`config.mk`:
```
export PLATFORM = sky130hd
export DESIGN_NAME = muldiv_logic_op_decode
export DESIGN_NICKNAME = d
export VERILOG_FILES = /design/src/muldiv_logic_op_decode_pkg.sv /design/src/muldiv_logic_op_decode.sv
export VERILOG_INCLUDE_DIRS = /design/src /design/src/src
export SDC_FILE = /design/constraint.sdc
export NUM_CORES = 1
export LEC_CHECK = 0
export ABC_CLOCK_PERIOD_IN_PS = 4800
export BUFFER_PORTS_ARGS = -buffer_cell sky130_fd_sc_hd__buf_2
export CAP_MARGIN = 10
export CORE_MARGIN = 5
export CORE_UTILIZATION = 29
export CTS_CLUSTER_DIAMETER = 80
export DETAILED_ROUTE_END_ITERATION = 12
export GPL_TIMING_DRIVEN = 0
export PLACE_DENSITY = 0.55
export SYNTH_ARGS = -nofsm -noshare
export SYNTH_HDL_FRONTEND = slang
export SYNTH_SLANG_ARGS = --single-unit
```
`constraint.sdc`:
```
create_clock -name i_ref_clk -period 4.8 [get_ports i_ref_clk]
set_input_delay 0.48 -clock i_ref_clk [delete_from_list [all_inputs] [get_ports i_ref_clk]]
set_output_delay 0.48 -clock i_ref_clk [all_outputs]
set_load 0.005 [all_outputs]
```
`src/muldiv_logic_op_decode_cfg.svh`:
```
// Opcode patterns, field positions and cycle counts for the decoder
`ifndef MULDIV_LOGIC_OP_DECODE_CFG_SVH
`define MULDIV_LOGIC_OP_DECODE_CFG_SVH
// ==========================================
// Opcode patterns and masks
`define OPC_GRP3 8'hF6
`define OPC_SIGNED_MULTIPLY_IMM 8'h69
`define OPC_AAM 8'hD4
`define OPC_AAD 8'hD5
`define OPC_AA_TAIL 8'h0A
`define OPC_CBW 8'h98
`define OPC_CWD 8'h99
`define OPC_SH1 8'hD0
`define OPC_SHCL 8'hD2
`define OPC_SHIMM 8'hC0
`define OPC_AND 8'h20
`define OPC_OR 8'h08
`define OPC_TEST_RM 8'h84
`define OPC_TEST_ACC 8'hA8
`define MASK_W 8'hFE
`define MASK_DW 8'hFC
`define MASK_S 8'hFD
// ==========================================
// Field positions and group codes
`define BIT_W 0
`define BIT_D 1
`define BIT_S 1
`define MOD_REG 2'h3
`define MOD_DISP8 2'h1
`define MOD_DISP16 2'h2
`define RM_DIRECT 3'h6
`define G3_TEST 3'h0
`define G3_SIGNED_MULTIPLY 3'h5
`define G3_UDIV 3'h6
`define G3_SIGNED_QUOTIENT 3'h7
`define SH_RESERVED 3'h6
// ==========================================
// Clock cycle counts
`define CYC_SIGNED_MULTIPLY_RB_MIN 9'd25
`define CYC_SIGNED_MULTIPLY_RB_MAX 9'd28
`define CYC_SIGNED_MULTIPLY_RW_MIN 9'd34
`define CYC_SIGNED_MULTIPLY_RW_MAX 9'd37
`define CYC_SIGNED_MULTIPLY_MB_MIN 9'd31
`define CYC_SIGNED_MULTIPLY_MB_MAX 9'd34
`define CYC_SIGNED_MULTIPLY_MW_MIN 9'd40
`define CYC_SIGNED_MULTIPLY_MW_MAX 9'd43
`define CYC_IMULI_R_MIN 9'd22
`define CYC_IMULI_R_MAX 9'd25
`define CYC_IMULI_M_MIN 9'd29
`define CYC_IMULI_M_MAX 9'd32
`define CYC_UDIV_RB 9'd29
`define CYC_UDIV_RW 9'd38
`define CYC_UDIV_MB 9'd35
`define CYC_UDIV_MW 9'd44
`define CYC_SIGNED_QUOTIENT_RB_MIN 9'd44
`define CYC_SIGNED_QUOTIENT_RB_MAX 9'd52
`define CYC_SIGNED_QUOTIENT_RW_MIN 9'd53
`define CYC_SIGNED_QUOTIENT_RW_MAX 9'd61
`define CYC_SIGNED_QUOTIENT_MB_MIN 9'd50
`define CYC_SIGNED_QUOTIENT_MB_MAX 9'd58
`define CYC_SIGNED_QUOTIENT_MW_MIN 9'd59
`define CYC_SIGNED_QUOTIENT_MW_MAX 9'd67
`define CYC_AAM 9'd19
`define CYC_AAD 9'd15
`define CYC_CBW 9'd2
`define CYC_CWD 9'd4
`define CYC_SH1_R 9'd2
`define CYC_SH1_M 9'd15
`define CYC_SHN_R 9'd5
`define CYC_SHN_M 9'd17
`define CYC_LOGIC_R 9'd3
`define CYC_LOGIC_M 9'd10
`define CYC_TESTI_R 9'd4
`define CYC_ACC_B 9'd3
`define CYC_ACC_W 9'd4
`define CYC_NARROW_ADD 9'd4
`endif

```
`src/muldiv_logic_op_decode_pkg.sv`:
```
// Types shared by the decoder and its bench
package muldiv_logic_op_decode_pkg;
  typedef enum logic [15:0] {
    OP_NONE = 16'h0001, OP_SIGNED_MULTIPLY = 16'h0002, OP_SIGNED_MULTIPLY_IMM = 16'h0004,
    OP_UDIV = 16'h0008, OP_SIGNED_QUOTIENT = 16'h0010, OP_AAM = 16'h0020,
    OP_AAD = 16'h0040, OP_CBW = 16'h0080, OP_CWD = 16'h0100,
    OP_SHIFT1 = 16'h0200, OP_SHIFTN = 16'h0400, OP_AND = 16'h0800,
    OP_OR = 16'h1000, OP_TEST_RM = 16'h2000, OP_TEST_IMM = 16'h4000,
    OP_TEST_ACC = 16'h8000
  } op_e;
  typedef enum logic [2:0] {
    SH_ROTATE_LEFT = 3'h0, SH_ROTATE_RIGHT = 3'h1, SH_ROTATE_CARRY_LEFT = 3'h2,
    SH_ROTATE_CARRY_RIGHT = 3'h3, SH_LEFT_SHIFT = 3'h4,
    SH_LOGICAL_RIGHT_SHIFT = 3'h5, SH_UNUSED = 3'h6, SH_ARITHMETIC_RIGHT_SHIFT = 3'h7
  } shift_e;
  typedef enum logic [3:0] {
    ST_OPCODE = 4'h1, ST_MODRM = 4'h2, ST_TAIL = 4'h4, ST_BYTES = 4'h8
  } state_e;
  typedef struct packed {
    op_e op;
    shift_e shift_op;
    logic word;
    logic reg_is_dest;
    logic mem;
    logic [7:0] n;
  } dec_s;
  typedef struct packed {
    logic [8:0] min;
    logic [8:0] max;
  } cyc_s;
endpackage

```
`src/muldiv_logic_op_decode.sv`:
```
// Opcode decoder and cycle-count lookup for the multiply, divide, shift and logic group
`timescale 1ns/1ps
`include "muldiv_logic_op_decode_cfg.svh"

module muldiv_logic_op_decode (
  input wire logic i_ref_clk,
  input wire logic i_rst,
  input wire logic [7:0] i_byte,
  input wire logic i_byte_valid,
  input wire logic [7:0] i_shift_amount,
  input wire logic i_narrow_bus,
  output muldiv_logic_op_decode_pkg::dec_s o_dec,
  output muldiv_logic_op_decode_pkg::cyc_s o_cyc,
  output logic o_valid,
  output logic o_bad
);
  import muldiv_logic_op_decode_pkg::*;

  // ==========================================
  // Strap synchroniser
  logic narrow_meta_r;
  logic narrow_r;
  always_ff @(posedge i_ref_clk) begin
    if (i_rst) begin
      narrow_meta_r <= 1'b0;
      narrow_r <= 1'b0;
    end else begin
      narrow_meta_r <= i_narrow_bus;
      narrow_r <= narrow_meta_r;
    end
  end

  // ==========================================
  // Cycle lookup
  function automatic cyc_s lookup(input dec_s d, input logic narrow);
    cyc_s c;
    logic starred;
    c = '{min: 9'd0, max: 9'd0};
    starred = 1'b0;
    case (d.op)
      OP_SIGNED_MULTIPLY: begin
        starred = 1'b1;
        case ({d.mem, d.word})
          2'b00: c = '{min: `CYC_SIGNED_MULTIPLY_RB_MIN, max: `CYC_SIGNED_MULTIPLY_RB_MAX};
          2'b01: c = '{min: `CYC_SIGNED_MULTIPLY_RW_MIN, max: `CYC_SIGNED_MULTIPLY_RW_MAX};
          2'b10: c = '{min: `CYC_SIGNED_MULTIPLY_MB_MIN, max: `CYC_SIGNED_MULTIPLY_MB_MAX};
          default: c = '{min: `CYC_SIGNED_MULTIPLY_MW_MIN, max: `CYC_SIGNED_MULTIPLY_MW_MAX};
        endcase
      end
      OP_SIGNED_MULTIPLY_IMM: c = d.mem ? cyc_s'{min: `CYC_IMULI_M_MIN, max: `CYC_IMULI_M_MAX}
                             : cyc_s'{min: `CYC_IMULI_R_MIN, max: `CYC_IMULI_R_MAX};
      OP_UDIV: begin
        starred = 1'b1;
        case ({d.mem, d.word})
          2'b00: c = '{min: `CYC_UDIV_RB, max: `CYC_UDIV_RB};
          2'b01: c = '{min: `CYC_UDIV_RW, max: `CYC_UDIV_RW};
          2'b10: c = '{min: `CYC_UDIV_MB, max: `CYC_UDIV_MB};
          default: c = '{min: `CYC_UDIV_MW, max: `CYC_UDIV_MW};
        endcase
      end
      OP_SIGNED_QUOTIENT: begin
        starred = 1'b1;
        case ({d.mem, d.word})
          2'b00: c = '{min: `CYC_SIGNED_QUOTIENT_RB_MIN, max: `CYC_SIGNED_QUOTIENT_RB_MAX};
          2'b01: c = '{min: `CYC_SIGNED_QUOTIENT_RW_MIN, max: `CYC_SIGNED_QUOTIENT_RW_MAX};
          2'b10: c = '{min: `CYC_SIGNED_QUOTIENT_MB_MIN, max: `CYC_SIGNED_QUOTIENT_MB_MAX};
          default: c = '{min: `CYC_SIGNED_QUOTIENT_MW_MIN, max: `CYC_SIGNED_QUOTIENT_MW_MAX};
        endcase
      end
      OP_AAM: c = '{min: `CYC_AAM, max: `CYC_AAM};
      OP_AAD: c = '{min: `CYC_AAD, max: `CYC_AAD};
      OP_CBW: c = '{min: `CYC_CBW, max: `CYC_CBW};
      OP_CWD: c = '{min: `CYC_CWD, max: `CYC_CWD};
      OP_SHIFT1: c = d.mem ? cyc_s'{min: `CYC_SH1_M, max: `CYC_SH1_M}
                           : cyc_s'{min: `CYC_SH1_R, max: `CYC_SH1_R};
      OP_SHIFTN: begin
        c.min = (d.mem ? `CYC_SHN_M : `CYC_SHN_R) + {1'b0, d.n};
        c.max = c.min;
      end
      OP_AND, OP_OR: begin
        starred = 1'b1;
        c.min = d.mem ? `CYC_LOGIC_M : `CYC_LOGIC_R;
        c.max = c.min;
      end
      OP_TEST_RM: begin
        c.min = d.mem ? `CYC_LOGIC_M : `CYC_LOGIC_R;
        c.max = c.min;
      end
      OP_TEST_IMM: begin
        starred = 1'b1;
        c.min = d.mem ? `CYC_LOGIC_M : `CYC_TESTI_R;
        c.max = c.min;
      end
      OP_TEST_ACC: begin
        c.min = d.word ? `CYC_ACC_W : `CYC_ACC_B;
        c.max = c.min;
      end
      default: c = '{min: 9'd0, max: 9'd0};
    endcase
    if (narrow && starred && d.word && d.mem) begin
      c.min = c.min + `CYC_NARROW_ADD;
      c.max = c.max + `CYC_NARROW_ADD;
    end
    return c;
  endfunction

  // ==========================================
  // Byte stream decoder
  state_e state_r, state_nxt;
  logic [7:0] opc_r, opc_nxt;
  logic [2:0] left_r, left_nxt;
  dec_s dec_r, dec_nxt;
  dec_s out_dec_r, out_dec_nxt;
  cyc_s cyc_r, cyc_nxt;
  logic valid_r, valid_nxt;
  logic bad_r, bad_nxt;
  logic fin;
  logic [2:0] disp;
  logic [2:0] data;

  always_comb begin
    state_nxt = state_r;
    opc_nxt = opc_r;
    left_nxt = left_r;
    dec_nxt = dec_r;
    fin = 1'b0;
    bad_nxt = 1'b0;
    disp = 3'd0;
    data = 3'd0;
    if (i_byte_valid) begin
      case (state_r)
        ST_OPCODE: begin
          opc_nxt = i_byte;
          dec_nxt = '{op: OP_NONE, shift_op: SH_ROTATE_LEFT, word: i_byte[`BIT_W],
                      reg_is_dest: i_byte[`BIT_D], mem: 1'b0, n: 8'h01};
          if ((i_byte & `MASK_W) == `OPC_GRP3 || (i_byte & `MASK_S) == `OPC_SIGNED_MULTIPLY_IMM ||
              (i_byte & `MASK_W) == `OPC_SH1 || (i_byte & `MASK_W) == `OPC_SHCL ||
              (i_byte & `MASK_W) == `OPC_SHIMM || (i_byte & `MASK_DW) == `OPC_AND ||
              (i_byte & `MASK_DW) == `OPC_OR || (i_byte & `MASK_W) == `OPC_TEST_RM) begin
            state_nxt = ST_MODRM;
          end else if (i_byte == `OPC_AAM || i_byte == `OPC_AAD) begin
            state_nxt = ST_TAIL;
          end else if (i_byte == `OPC_CBW) begin
            dec_nxt.op = OP_CBW;
            fin = 1'b1;
          end else if (i_byte == `OPC_CWD) begin
            dec_nxt.op = OP_CWD;
            fin = 1'b1;
          end else if ((i_byte & `MASK_W) == `OPC_TEST_ACC) begin
            dec_nxt.op = OP_TEST_ACC;
            left_nxt = i_byte[`BIT_W] ? 3'd2 : 3'd1;
            state_nxt = ST_BYTES;
          end else begin
            bad_nxt = 1'b1;
          end
        end
        ST_MODRM: begin
          dec_nxt.mem = (i_byte[7:6] != `MOD_REG);
          dec_nxt.shift_op = shift_e'(i_byte[5:3]);
          if (i_byte[7:6] == `MOD_DISP8) begin
            disp = 3'd1;
          end else if (i_byte[7:6] == `MOD_DISP16 ||
                       (i_byte[7:6] == 2'h0 && i_byte[2:0] == `RM_DIRECT)) begin
            disp = 3'd2;
          end
          if ((opc_r & `MASK_W) == `OPC_GRP3) begin
            case (i_byte[5:3])
              `G3_SIGNED_MULTIPLY: dec_nxt.op = OP_SIGNED_MULTIPLY;
              `G3_UDIV: dec_nxt.op = OP_UDIV;
              `G3_SIGNED_QUOTIENT: dec_nxt.op = OP_SIGNED_QUOTIENT;
              `G3_TEST: begin
                dec_nxt.op = OP_TEST_IMM;
                data = opc_r[`BIT_W] ? 3'd2 : 3'd1;
              end
              default: dec_nxt.op = OP_NONE;
            endcase
          end else if ((opc_r & `MASK_S) == `OPC_SIGNED_MULTIPLY_IMM) begin
            dec_nxt.op = OP_SIGNED_MULTIPLY_IMM;
            dec_nxt.word = 1'b1;
            data = opc_r[`BIT_S] ? 3'd1 : 3'd2;
          end else if ((opc_r & `MASK_W) == `OPC_SH1) begin
            dec_nxt.op = OP_SHIFT1;
          end else if ((opc_r & `MASK_W) == `OPC_SHCL) begin
            dec_nxt.op = OP_SHIFTN;
            dec_nxt.n = i_shift_amount;
          end else if ((opc_r & `MASK_W) == `OPC_SHIMM) begin
            dec_nxt.op = OP_SHIFTN;
            data = 3'd1;
          end else if ((opc_r & `MASK_DW) == `OPC_AND) begin
            dec_nxt.op = OP_AND;
          end else if ((opc_r & `MASK_DW) == `OPC_OR) begin
            dec_nxt.op = OP_OR;
          end else begin
            dec_nxt.op = OP_TEST_RM;
          end
          if (dec_nxt.op == OP_NONE || ((dec_nxt.op == OP_SHIFT1 || dec_nxt.op == OP_SHIFTN) &&
              i_byte[5:3] == `SH_RESERVED)) begin
            bad_nxt = 1'b1;
            state_nxt = ST_OPCODE;
          end else if (disp + data == 3'd0) begin
            fin = 1'b1;
            state_nxt = ST_OPCODE;
          end else begin
            left_nxt = disp + data;
            state_nxt = ST_BYTES;
          end
        end
        ST_TAIL: begin
          state_nxt = ST_OPCODE;
          if (i_byte == `OPC_AA_TAIL) begin
            dec_nxt.op = (opc_r == `OPC_AAM) ? OP_AAM : OP_AAD;
            fin = 1'b1;
          end else begin
            bad_nxt = 1'b1;
          end
        end
        ST_BYTES: begin
          left_nxt = left_r - 3'd1;
          if (left_r == 3'd1) begin
            if ((opc_r & `MASK_W) == `OPC_SHIMM) begin
              dec_nxt.n = i_byte;
            end
            fin = 1'b1;
            state_nxt = ST_OPCODE;
          end
        end
        default: state_nxt = ST_OPCODE;
      endcase
    end
    valid_nxt = fin;
    out_dec_nxt = fin ? dec_nxt : out_dec_r;
    cyc_nxt = fin ? lookup(dec_nxt, narrow_r) : cyc_r;
  end

  always_ff @(posedge i_ref_clk) begin
    if (i_rst) begin
      state_r <= ST_OPCODE;
      opc_r <= 8'h00;
      left_r <= 3'd0;
      dec_r <= '{op: OP_NONE, shift_op: SH_ROTATE_LEFT, word: 1'b0,
                 reg_is_dest: 1'b0, mem: 1'b0, n: 8'h00};
      out_dec_r <= '{op: OP_NONE, shift_op: SH_ROTATE_LEFT, word: 1'b0,
                     reg_is_dest: 1'b0, mem: 1'b0, n: 8'h00};
      cyc_r <= '{min: 9'd0, max: 9'd0};
      valid_r <= 1'b0;
      bad_r <= 1'b0;
    end else begin
      state_r <= state_nxt;
      opc_r <= opc_nxt;
      left_r <= left_nxt;
      dec_r <= dec_nxt;
      out_dec_r <= out_dec_nxt;
      cyc_r <= cyc_nxt;
      valid_r <= valid_nxt;
      bad_r <= bad_nxt;
    end
  end

  assign o_dec = out_dec_r;
  assign o_cyc = cyc_r;
  assign o_valid = valid_r;
  assign o_bad = bad_r;
endmodule

```
# Yosys cells after proc, flatten, opt, wreduce, memory -nomap -nowiden
# Cells that the tools add are included.
[word_totals]
ff_bits = 97
inputBits = 20
out_inout_bits = 50
word_cells = 212
[classes]
n_addsub = 5
eq_ne = 65
n_mux = 93
bitwise_logic = 1
n_reduce_logical = 27
[op_table]
columns = ["operator", "n"]
rows = [
  ["18-bit one-hot mux with 13 select lines", 1],
  ["16-bit two-way mux", 9],
  ["15-bit one-hot mux with 3 select lines", 2],
  ["14-bit two-way mux", 6],
  ["7-bit equality test (second input constant)", 10],
  ["15-bit one-hot mux with 4 select lines", 1],
  ["8-bit two-way mux", 6],
  ["16-bit one-hot mux with 3 select lines", 1],
  ["14-bit one-hot mux with 3 select lines", 1],
  ["8-bit equality test (second input constant)", 5],
  ["4-bit two-way mux", 10],
  ["3-bit two-way mux", 13],
  ["16-bit by 10-bit equality test with 1-bit output (second input constant)", 2],
  ["16-bit by 11-bit equality test with 1-bit output (second input constant)", 2],
  ["30-bit two-way mux", 1],
  ["13-bit two-way mux", 2],
  ["8-bit one-hot mux with 3 select lines", 1],
  ["1-bit two-way mux", 23],
  ["9-bit by 3-bit adder with 9-bit output (second input constant)", 2],
  ["18-bit two-way mux", 1],
  ["2-bit inequality test (second input constant)", 9],
  ["16-bit by 1-bit equality test with 1-bit output (second input constant)", 1],
  ["16-bit by 12-bit equality test with 1-bit output (second input constant)", 1],
  ["16-bit by 13-bit equality test with 1-bit output (second input constant)", 1],
  ["48 further kinds", 80],
]

# Longest topological paths before layout
# Gate-level depths: netlist of the first run.
[logic_depth]
word_depth = 19
mapped_depth = 21
depth_no_buf = 20

# Worst setup path after synthesis of the first run
# No wires, ideal clock.
[synth_path]
kind = "register -> register"
start = "reg opc_r[6]"
end = "reg cyc_r (netlist bit o_cyc[5])"
arrival_ps = 3809
required_time_ps = 4705
slack_ps = 896
path_stages_with_launch = 21
period_less_slack_ps = 3904
cell_sequence = "dfxtp_1 buf_2 nand4_1 or2_1 clkbuf_1 nor2_1 nand2_1 o21ai_0 ha_1 inv_1 fa_1 nand2_1 or2_2 nor3_1 a2bb2oi_2 nand2b_1 buf_6 or4_1 a31oi_1 mux2i_1 o311ai_1"
[synth_via]
elab_chain_len = 19
word_cells_on_any_way = 82
classes_between = "add/sub (3); eq/ne (28); mux (41); reduce/logical (10)"
[synth_rtl]
columns = ["item", "line_no", "text"]
rows = [
  ["from (decl)", "muldiv_logic_op_decode.sv:110", "logic [7:0] opc_r, opc_nxt;"],
  ["from (signal assigned)", "muldiv_logic_op_decode.sv:249", "opc_r <= opc_nxt;"],
  ["branches (longest 19 deep; another with 30-bit two-way mux)", "n/a", ""],
  ["to (signal assigned)", "muldiv_logic_op_decode.sv:244", "cyc_r <= '{min: 9'd0, max: 9'd0};"],
  ["to (signal assigned)", "muldiv_logic_op_decode.sv:253", "cyc_r <= cyc_nxt;"],
  ["to (decl)", "muldiv_logic_op_decode.sv:114", "cyc_s cyc_r, cyc_nxt;"],
]
# Parallel ways; which one is timed is not known. The select of a mux whose other input is x is not followed.
# A chain may end at the register's enable or synchronous reset.

# Worst setup path in the final report of the first run
# Ends and elaborated chain as after synthesis.

==> PnR_summary.wiki, run 1 <==
{| class="wikitable"
! Metric !! Value
|-
| Result of the run || finished clean
|-
| Max Slew Vio Count || 0
|-
| Detailed-route wire length per cell || between 20 and 25 um
|-
| Share of final-layout standard cells stronger than drive strength 1 || 0.1778
|-
| Starting Density || 0.2957
|-
| Reg clk slew, reported paths || 0.07 ns
|-
| Worst stage delay on the critical path || approximately 0.5 ns
|-
| Clock latency on the worst-skew pair || between 0.3 and 0.4 ns
|-
| Clock skew || about 0.011 ns
|-
| Class of the tightest hold or removal check || in2reg
|-
| Worst slew margin relative to its limit || 0.4129
|-
| Dominant cell by count in the synthesized netlist || nor2_1
|-
| IR Drop Worst-Case VDD || about 130 uV
|-
| Largest net degree at the start of global routing || 17
|-
| Pre-antenna DRT Iters || 5
|-
| Most area-hungry cell type in the Yosys netlist || dfxtp_1
|-
| Final design utilization || 0.3438
|-
| Post-DR vias/cell || around 5.6
|-
| Register bit total from synthesis || 97
|-
| Chip width || between 150 and 200 um
|-
| Number of antenna violations at the first check in global routing || 0
|-
| Final standard cell count with taps included and fillers excluded || about 1,100
|-
| Startpoint type of the worst setup path || register
|-
| Number of buffers inserted during clock tree synthesis || 9
|-
| Height of the chip || 156.9 um
|-
| Total negative slack for setup checks || 0 ns
|-
| Clock net sink count || a little under 100
|-
| Buffers added on ports || 66
|-
| Post-synthesis instance area || 0.006255 mm^2
|-
| Biggest fanout along the worst timing path || 10
|-
| Depth of the CTS H-tree || 3
|-
| Overall routed net length || between 20,000 and 25,000 um
|-
| Root buf cell || clkbuf_16
|-
| Combinational fraction of design power || 0.200
|-
| Post-synth net total || approximately 800
|-
| Antenna Diode Count || 0
|-
| Worst-case setup slack after placement || -0.1888 ns
|-
| Crit path arrival time || 4.74 ns
|-
| Leakage power total || approximately 2.8 nW
|-
| Total setup violations reported at the end of the flow || 0
|-
| Net load switching power || between 0.6 and 0.7 mW
|-
| Drc violations || 0
|-
| Vias after detailed routing || around 6,300
|-
| Final period utilization || 0.9328
|-
| Area added between synthesis and finish || 16.26%
|-
| Half-perimeter wire length after placement || 17,180 um
|-
| Cell repeated most along the worst path || nand2_1
|-
| Time the final worst path needs with I/O delays and setup || around 4.5 ns
|-
| Required time reported for the critical path endpoint || between 5 and 6 ns
|-
| Number of buffer and inverter stages on the critical path || 4
|-
| Clock network fraction of design power || 0.376
|-
| Number of flops mapped to enable cells by yosys || 0
|-
| Count of unique library cells instantiated by Yosys || 100
|-
| Leading register cell type out of synthesis || dfxtp_1
|-
| Count of yosys warnings during synthesis || 0
|-
| Vias in the first global route || around 6,000
|-
| Internal power of the cells || approximately 1.4 mW
|-
| Residual antenna-violating net count after detailed routing || 0
|-
| Wire length of the first global-routing pass || between 30,000 and 40,000 um
|-
| Worst Setup End Kind || register
|-
| Maximum capacitance violations || 0
|-
| Sequential share of the synthesized area || 0.3105
|-
| Leading cell types by total area after synthesis || dfxtp_1, nor2_1, a21oi_1, a211oi_1, ha_1
|-
| Cells traversed along the worst timing path || buf_2, nand4_1, or2_1, clkbuf_1, nor2_1, nand2_1, o21ai_0, ha_1, inv_1, fa_1, nand2_1, or2_2, nor3_4, a2bb2oi_4, nand2b_1, buf_6, or4_1, a31oi_1, mux2i_1, o311ai_1
|-
| Max Fclk || ~0.22 GHz
|-
| Global-route total usage across every layer || 0.1811
|-
| Placed insts || roughly 1,100
|-
| Critical path class || reg2reg
|-
| Number of hold violations in the final report || 0
|-
| Switching Share || 0.3166
|-
| Synth top cells by count || nor2_1, dfxtp_1, nand2_1, a21oi_1, a211oi_1
|-
| Clock Path Buffers || 2
|-
| Async set-reset flop share out of synthesis || 0
|-
| Die area || about 0.025 mm^2
|-
| Number of fill cells in the layout || 2,250
|-
| Count of mapped cells out of synthesis || 771
|-
| Reg power frac || 0.424
|-
| Transition time at the pin with the least slew margin || between 0.8 and 0.9 ns
|-
| Core Footprint || about 0.021 mm^2
|-
| Cell with the largest stage delay on the worst path || or4_1
|-
| Initial drt markers || 590
|-
| Boundary pin count || 70
|-
| Number of cell rows || 53
|-
| Portion of synthesized cell area occupied by the leading cell type || 0.3105
|-
| Grt total ovfl || 0
|-
| Cell Pwr Density || between 200 and 300 mW/mm^2
|-
| Final #Nets || 887
|-
| Syn_area_per_cell || slightly above 8 um^2
|-
| Cell type group with the largest total delay on the critical path || simple AND/OR/NAND/NOR gates
|-
| RSZ-0062 raised after global routing || no
|-
| Final weighted congestion in routability-driven placement || between 0.8 and 0.9
|-
| CTS tree || yes
|-
| Min setup slack post-route || approximately 0.32 ns
|}
## stage by stage
| step | power, mW | hold WS, ns | instance area, um^2 |
|---|---|---|---|
| global placement | 1.246 | 0.4266 | 6929 |
| detailed placement | 1.248 | 0.4346 | 6929 |
| finish | 1.988 | 0.3450 | 7272 |
| global route | 2.074 | 0.3454 | 7272 |
| CTS | 1.992 | 0.3392 | 7226 |
| floorplan | 1.128 | 0.4138 | 6255 |
## cells in the final DEF, fill, tap and decap left out, drive strengths merged, types with 9 or more instances in the layout
cell    count
nor2      114
dfxtp      97
buf        92
nand2      53
a21oi      51
clkbuf     38
a211oi     35
nor3       26
o21ai      23
nand2b     20
inv        18
ha         16
nand3      16
a22oi      16
or3        15
nor4       15
nor2b      13
nand4      10
nor4b      10
and2        9
xnor2       9
mux2i       9
## path summary, 6_finish.rpt
kind                            cells past startpoint                       end  slack [ns]                     start
worst max register to register                     20     o_cyc[5]$_SDFFE_PP0P_        0.32     opc_r[6]$_SDFFE_PP0P_
worst max-delay path                               20     o_cyc[5]$_SDFFE_PP0P_        0.32     opc_r[6]$_SDFFE_PP0P_
worst min register to register                      1       narrow_r$_SDFF_PP0_        0.45  narrow_meta_r$_SDFF_PP0_
worst min-delay path                                2  narrow_meta_r$_SDFF_PP0_        0.35              i_narrow_bus
## sequential cells by signal (all words and copies together) (netlist names)
register / count
dec_r: 30
left_r: 3
narrow_meta_r: 1
narrow_r: 1
o_bad: 1
o_cyc: 18
o_dec: 30
o_valid: 1
opc_r: 8
state_r: 4
## layer usage
layer / wire length (um) / vias to the layer above / global-route usage
met5: 0 / - / 0
met4: 504 / 0 / 0.06198
li1: - / 3014 / -
met2: 9771 / 247 / 0.2676
met3: 1653 / 27 / 0.03374
met1: 10710 / 3009 / 0.2633
## cell type report
cell class,instances,area (um^2),area share
Buffer,52,264.0,0.03630
Clock buffer,10,229.0,0.03149
Clock inverter,6,65.06,0.008947
Inverter,17,63.81,0.008775
Multi-Input combinational cell,605,4019,0.5526
Sequential cell,97,1942,0.2670
Tap cell,275,344.1,0.04732
Timing Repair Buffer,68,345.3,0.04749
## power groups by stage
stage	Sequential, mW	Clock, mW	Combinational, mW
2_1_floorplan	0.857	0	0.271
3_3_place_gp	0.861	0	0.385
3_5_place_dp	0.862	0	0.386
4_1_cts	0.843	0.762	0.387
5_1_grt	0.846	0.796	0.432
6_report	0.843	0.747	0.398
## timing repair
action / CTS / global route
gates cloned: 0 / 0
hold endpoints to repair: 0 / 0
hold buffers: 0 / 0
buffers inserted: 0 / 2
resized for setup: 3 / 5
setup endpoints to repair: 20 / 41
## cell families after synthesis
kind of cell | share of synthesized area
buffers and inverters | 0.05201
DFF | 0.3105
and+or+nand+nor | 0.3159
adders and majority gates | 0.03521
xor gates and xnor gates | 0.02361
muxes | 0.01680
AOI/OAI and AO/OA | 0.2461
Note: power is estimated with default switching activity, not from simulation.
==> run 2: changes to the inputs <==
Settings changed: ABC_AREA set to 1, PLACE_DENSITY 0.55 to 0.56.
==> PnR_summary.wiki, run 2 <==
{| class="wikitable"
! Metric !! Value
|-
| Result of the run || finished clean (unchanged)
|-
| Combinational fraction of design power || 0.343 (was 0.200)
|-
| Internal power of the cells || 1.547 mW (was 1.358 mW)
|-
| Height of the chip || 152.0 um (was 156.9 um)
|-
| Largest net degree at the start of global routing || 17 (unchanged)
|-
| Final design utilization || 0.3400 (was 0.3438)
|-
| Leakage power total || 3.248 nW (was 2.803 nW)
|-
| Cell Pwr Density || 376.8 mW/mm^2 (was 273.4 mW/mm^2)
|-
| Pre-antenna DRT Iters || 5 (unchanged)
|-
| Register bit total from synthesis || 97 (unchanged)
|-
| Clock network fraction of design power || 0.285 (was 0.376)
|-
| Required time reported for the critical path endpoint || 5.05 ns (was 5.07 ns)
|-
| Number of flops mapped to enable cells by yosys || 0 (unchanged)
|-
| Buffers added on ports || 64 (was 66)
|-
| Most frequent cells in the layout || nand2_1, nor2_1, inv_1, dfxtp_1, o21ai_0 (was nor2_1, dfxtp_1, buf_2, nand2_1, a21oi_1)
|-
| Time the final worst path needs with I/O delays and setup || 4.274 ns (was 4.478 ns)
|-
| Async set-reset flop share out of synthesis || 0 (unchanged)
|-
| Flop-to-flop setup slack || 0.53 ns (was 0.32 ns)
|-
| Final weighted congestion in routability-driven placement || 0.8867 (was 0.8816)
|-
| Synth top cells by count || nand2_1, nor2_1, inv_1, dfxtp_1, o21ai_0 (was nor2_1, dfxtp_1, nand2_1, a21oi_1, a211oi_1)
|-
| Post-synthesis instance area || 0.005846 mm^2 (was 0.006255 mm^2)
|-
| Half-perimeter wire length after placement || 15,330 um (was 17,180 um)
|-
| Reg clk slew, reported paths || 0.07 ns (about the same)
|-
| Seq. cell area || 0.001942 mm^2 (unchanged)
|-
| Critical path class || reg2reg (unchanged)
|-
| Vias in the first global route || 5,902 (was 5,905)
|-
| Number of cell rows || 52 (was 53)
|-
| Syn_area_per_cell || 6.389 um^2 (was 8.113 um^2)
|-
| Leading cell types by total area after synthesis || dfxtp_1, nand2_1, nor2_1, o21ai_0, inv_1 (was dfxtp_1, nor2_1, a21oi_1, a211oi_1, ha_1)
|-
| Drc violations || 0 (unchanged)
|-
| Final #Nets || 1,027 (was 887)
|-
| Core Footprint || 0.02004 mm^2 (was 0.02115 mm^2)
|-
| Post-DR vias/cell || 4.843 (was 5.573)
|-
| Switching Share || 0.3973 (was 0.3166)
|-
| Count of mapped cells out of synthesis || 915 (was 771)
|-
| Transition time at the pin with the least slew margin || 0.8496 ns (was 0.8740 ns)
|-
| Wire length of the first global-routing pass || 31,280 um (was 34,550 um)
|-
| Post-synth net total || 952 (was 808)
|-
| Reg power frac || 0.372 (was 0.424)
|-
| Count of unique library cells instantiated by Yosys || 43 (was 100)
|-
| CTS tree || yes (unchanged)
|-
| Final period utilization || 0.8904 (was 0.9328)
|-
| IR Drop Worst-Case VDD || 169.3 uV (was 129.9 uV)
|-
| Crit path arrival time || 4.52 ns (was 4.74 ns)
|-
| Maximum capacitance violations || 0 (unchanged)
|-
| Buffer count from post-CTS setup fixing || 0 (unchanged)
|-
| Biggest fanout along the worst timing path || 15 (was 10)
|-
| Clock skew || 0.007042 ns (was 0.01080 ns)
|-
| Starting Density || 0.2917 (was 0.2957)
|-
| Global-route total usage across every layer || 0.1664 (was 0.1811)
|-
| RSZ-0062 raised after global routing || no (unchanged)
|-
| Worst slew margin relative to its limit || 0.4284 (was 0.4129)
|-
| Root buf cell || clkbuf_16 (unchanged)
|-
| Area of the multi-input gates || 0.003339 mm^2 (was 0.004019 mm^2)
|-
| Class of the tightest hold or removal check || in2reg (unchanged)
|-
| Vias after detailed routing || 6,127 (was 6,297)
|-
| Share of final-layout standard cells stronger than drive strength 1 || 0.1296 (was 0.1778)
|-
| Max Fclk || 0.2340 GHz (was 0.2233 GHz)
|-
| Die area || 0.02310 mm^2 (was 0.02461 mm^2)
|-
| Most area-hungry cell type in the Yosys netlist || dfxtp_1 (unchanged)
|-
| Max Slew Vio Count || 0 (unchanged)
|-
| Overall routed net length || 19,480 um (was 22,640 um)
|-
| Antenna Diode Count || 0 (unchanged)
|-
| Dominant cell by count in the synthesized netlist || nand2_1 (was nor2_1)
|-
| Boundary pin count || 70 (unchanged)
|-
| Initial drt markers || 322 (was 590)
|-
| Worst Setup End Kind || register (unchanged)
|-
| Number of fill cells in the layout || 2,303 (was 2,250)
|-
| Portion of synthesized cell area occupied by the leading cell type || 0.3322 (was 0.3105)
|-
| Clock Path Buffers || 2 (unchanged)
|-
| Total setup violations reported at the end of the flow || 0 (unchanged)
|-
| Leading register cell type out of synthesis || dfxtp_1 (unchanged)
|-
| Number of hold-repair buffers added at the cts stage || 0 (unchanged)
|-
| Chip width || 152.0 um (was 156.9 um)
|-
| Grt total ovfl || 0 (unchanged)
|-
| Detailed-route wire length per cell || 15.40 um (was 20.03 um)
|-
| Clock latency on the worst-skew pair || 0.35 ns (was 0.36 ns)
|-
| Sequential share of the synthesized area || 0.3322 (was 0.3105)
|-
| Count of yosys warnings during synthesis || 0 (unchanged)
|-
| Most common cell after layout, fill and taps aside || nand2_1 (was nor2_1)
|-
| Number of buffers inserted during clock tree synthesis || 9 (unchanged)
|-
| Area added between synthesis and finish || 16.55% (was 16.26%)
|-
| Number of antenna violations at the first check in global routing || 0 (unchanged)
|-
| Net load switching power || 1.020 mW (was 0.6294 mW)
|-
| Number of hold violations in the final report || 0 (unchanged)
|-
| Startpoint type of the worst setup path || register (unchanged)
|-
| Clock net sink count || 97 (unchanged)
|-
| Depth of the CTS H-tree || 3 (unchanged)
|-
| Residual antenna-violating net count after detailed routing || 0 (unchanged)
|-
| Final Total Pwr || 2.567 mW (was 1.988 mW)
|}
[run 2: cell types whose count changed in the layout (fill, tap and decap cells not counted), moves of 11 or more]
| cell | before | now |
|---|---|---|
| a21oi_1 | 50 | 61 |
| or3_1 | 14 | 1 |
| a211oi_1 | 32 | 8 |
| nand3_1 | 15 | 77 |
| a22oi_1 | 15 | 1 |
| nand2_2 | 0 | 13 |
| nor2b_1 | 13 | 0 |
| buf_2 | 80 | 69 |
| nor3_1 | 23 | 6 |
| inv_1 | 16 | 106 |
| nand2_1 | 52 | 186 |
| o21ai_0 | 20 | 85 |
| nor2_1 | 113 | 143 |
| nand2b_1 | 20 | 0 |
[run 2: area by class of cell]
cell class / instances / share of cell area
Inverter: 111 / 0.06116
Sequential cell: 97 / 0.2850
Clock inverter: 7 / 0.01028
Buffer: 35 / 0.02369
Tap cell: 270 / 0.04959
Multi-Input combinational cell: 672 / 0.4902
Clock buffer: 9 / 0.03306
Timing Repair Buffer: 64 / 0.04702
[run 2: power by group through the flow]
stage | clock, mW | combinational [mW] | sequential, mW
after floorplan | 0 | 0.636 | 0.960
after global placement | 0 | 0.862 | 0.972
after detailed placement | 0 | 0.866 | 0.973
after CTS | 0.750 | 0.873 | 0.954
after global routing | 0.780 | 0.989 | 0.964
final | 0.731 | 0.881 | 0.955
[run 2: per-stage QoR]
| stage | cell area (um^2) | instances | setup slack [ns] | hold WS, ns | setup TNS (ns) |
|---|---|---|---|---|---|
| finish | 6813 | 1265 | 0.5261 | 0.3252 | 0 |
| global route | 6813 | 1265 | 0.1040 | 0.3417 | 0 |
| CTS | 6805 | 1265 | 0.3619 | 0.3138 | 0 |
| detailed placement | 6504 | 1249 | -0.02795 | 0.3980 | -0.02795 |
| global placement | 6504 | 1249 | -0.06053 | 0.3967 | -0.06053 |
| floorplan | 5846 | 915 | 1.213 | 0.3883 | 0 |
[run 2: critical path, stage by stage (launching register included)]
cell	delay [ns]
dfxtp_1	0.35
inv_1	0.07
nor2_1	0.15
nand3_1	0.29
buf_2	0.33
o22ai_4	0.41
inv_1	0.11
clkbuf_1	0.38
ha_1	0.48
nand2_1	0.08
o21ai_0	0.09
nand2_1	0.08
nand2_1	0.06
nand2_1	0.06
nand2_1	0.05
nor2_1	0.15
nand3_1	0.20
ha_1	0.25
inv_1	0.06
nor2_1	0.04
o21ai_0	0.11
o21bai_1	0.14
o21ai_0	0.17
inv_1	0.05
[run 2: what timing repair did]
action                                 4_1_cts  5_1_grt
gates resized for setup                      1        1
cloned                                       0        0
endpoints found under the hold margin        0        0
setup endpoints to repair                    1        1
[run 2: cells by family after synthesis]
logic type	count (synthesis)	synth area share
and+or+nand+nor	473	0.3607
AOI/OAI and AO/OA	177	0.1631
buffers and inverters	146	0.09888
DFF	97	0.3322
adders and majority gates	17	0.03767
xor gates and xnor gates	5	0.007493
[run 2: worst paths after layout]
path	from	to	cells after the start
setup / recovery	state_r[1]$_SDFFE_PP0P_	o_cyc[6]$_SDFFE_PP0P_	23
hold / removal	i_narrow_bus	narrow_meta_r$_SDFF_PP0_	3
setup reg to reg	state_r[1]$_SDFFE_PP0P_	o_cyc[6]$_SDFFE_PP0P_	23
hold reg to reg	narrow_meta_r$_SDFF_PP0_	narrow_r$_SDFF_PP0_	2
[run 2: routing by layer]
layer | global-route usage | share of wire | vias up
li1 | - | - | 3139
met1 | 0.2072 | 0.45 | 2791
met2 | 0.2849 | 0.47 | 165
met3 | 0.03584 | 0.050 | 32
met4 | 0.05736 | 0.029 | 0
met5 | 0 | 0 | -
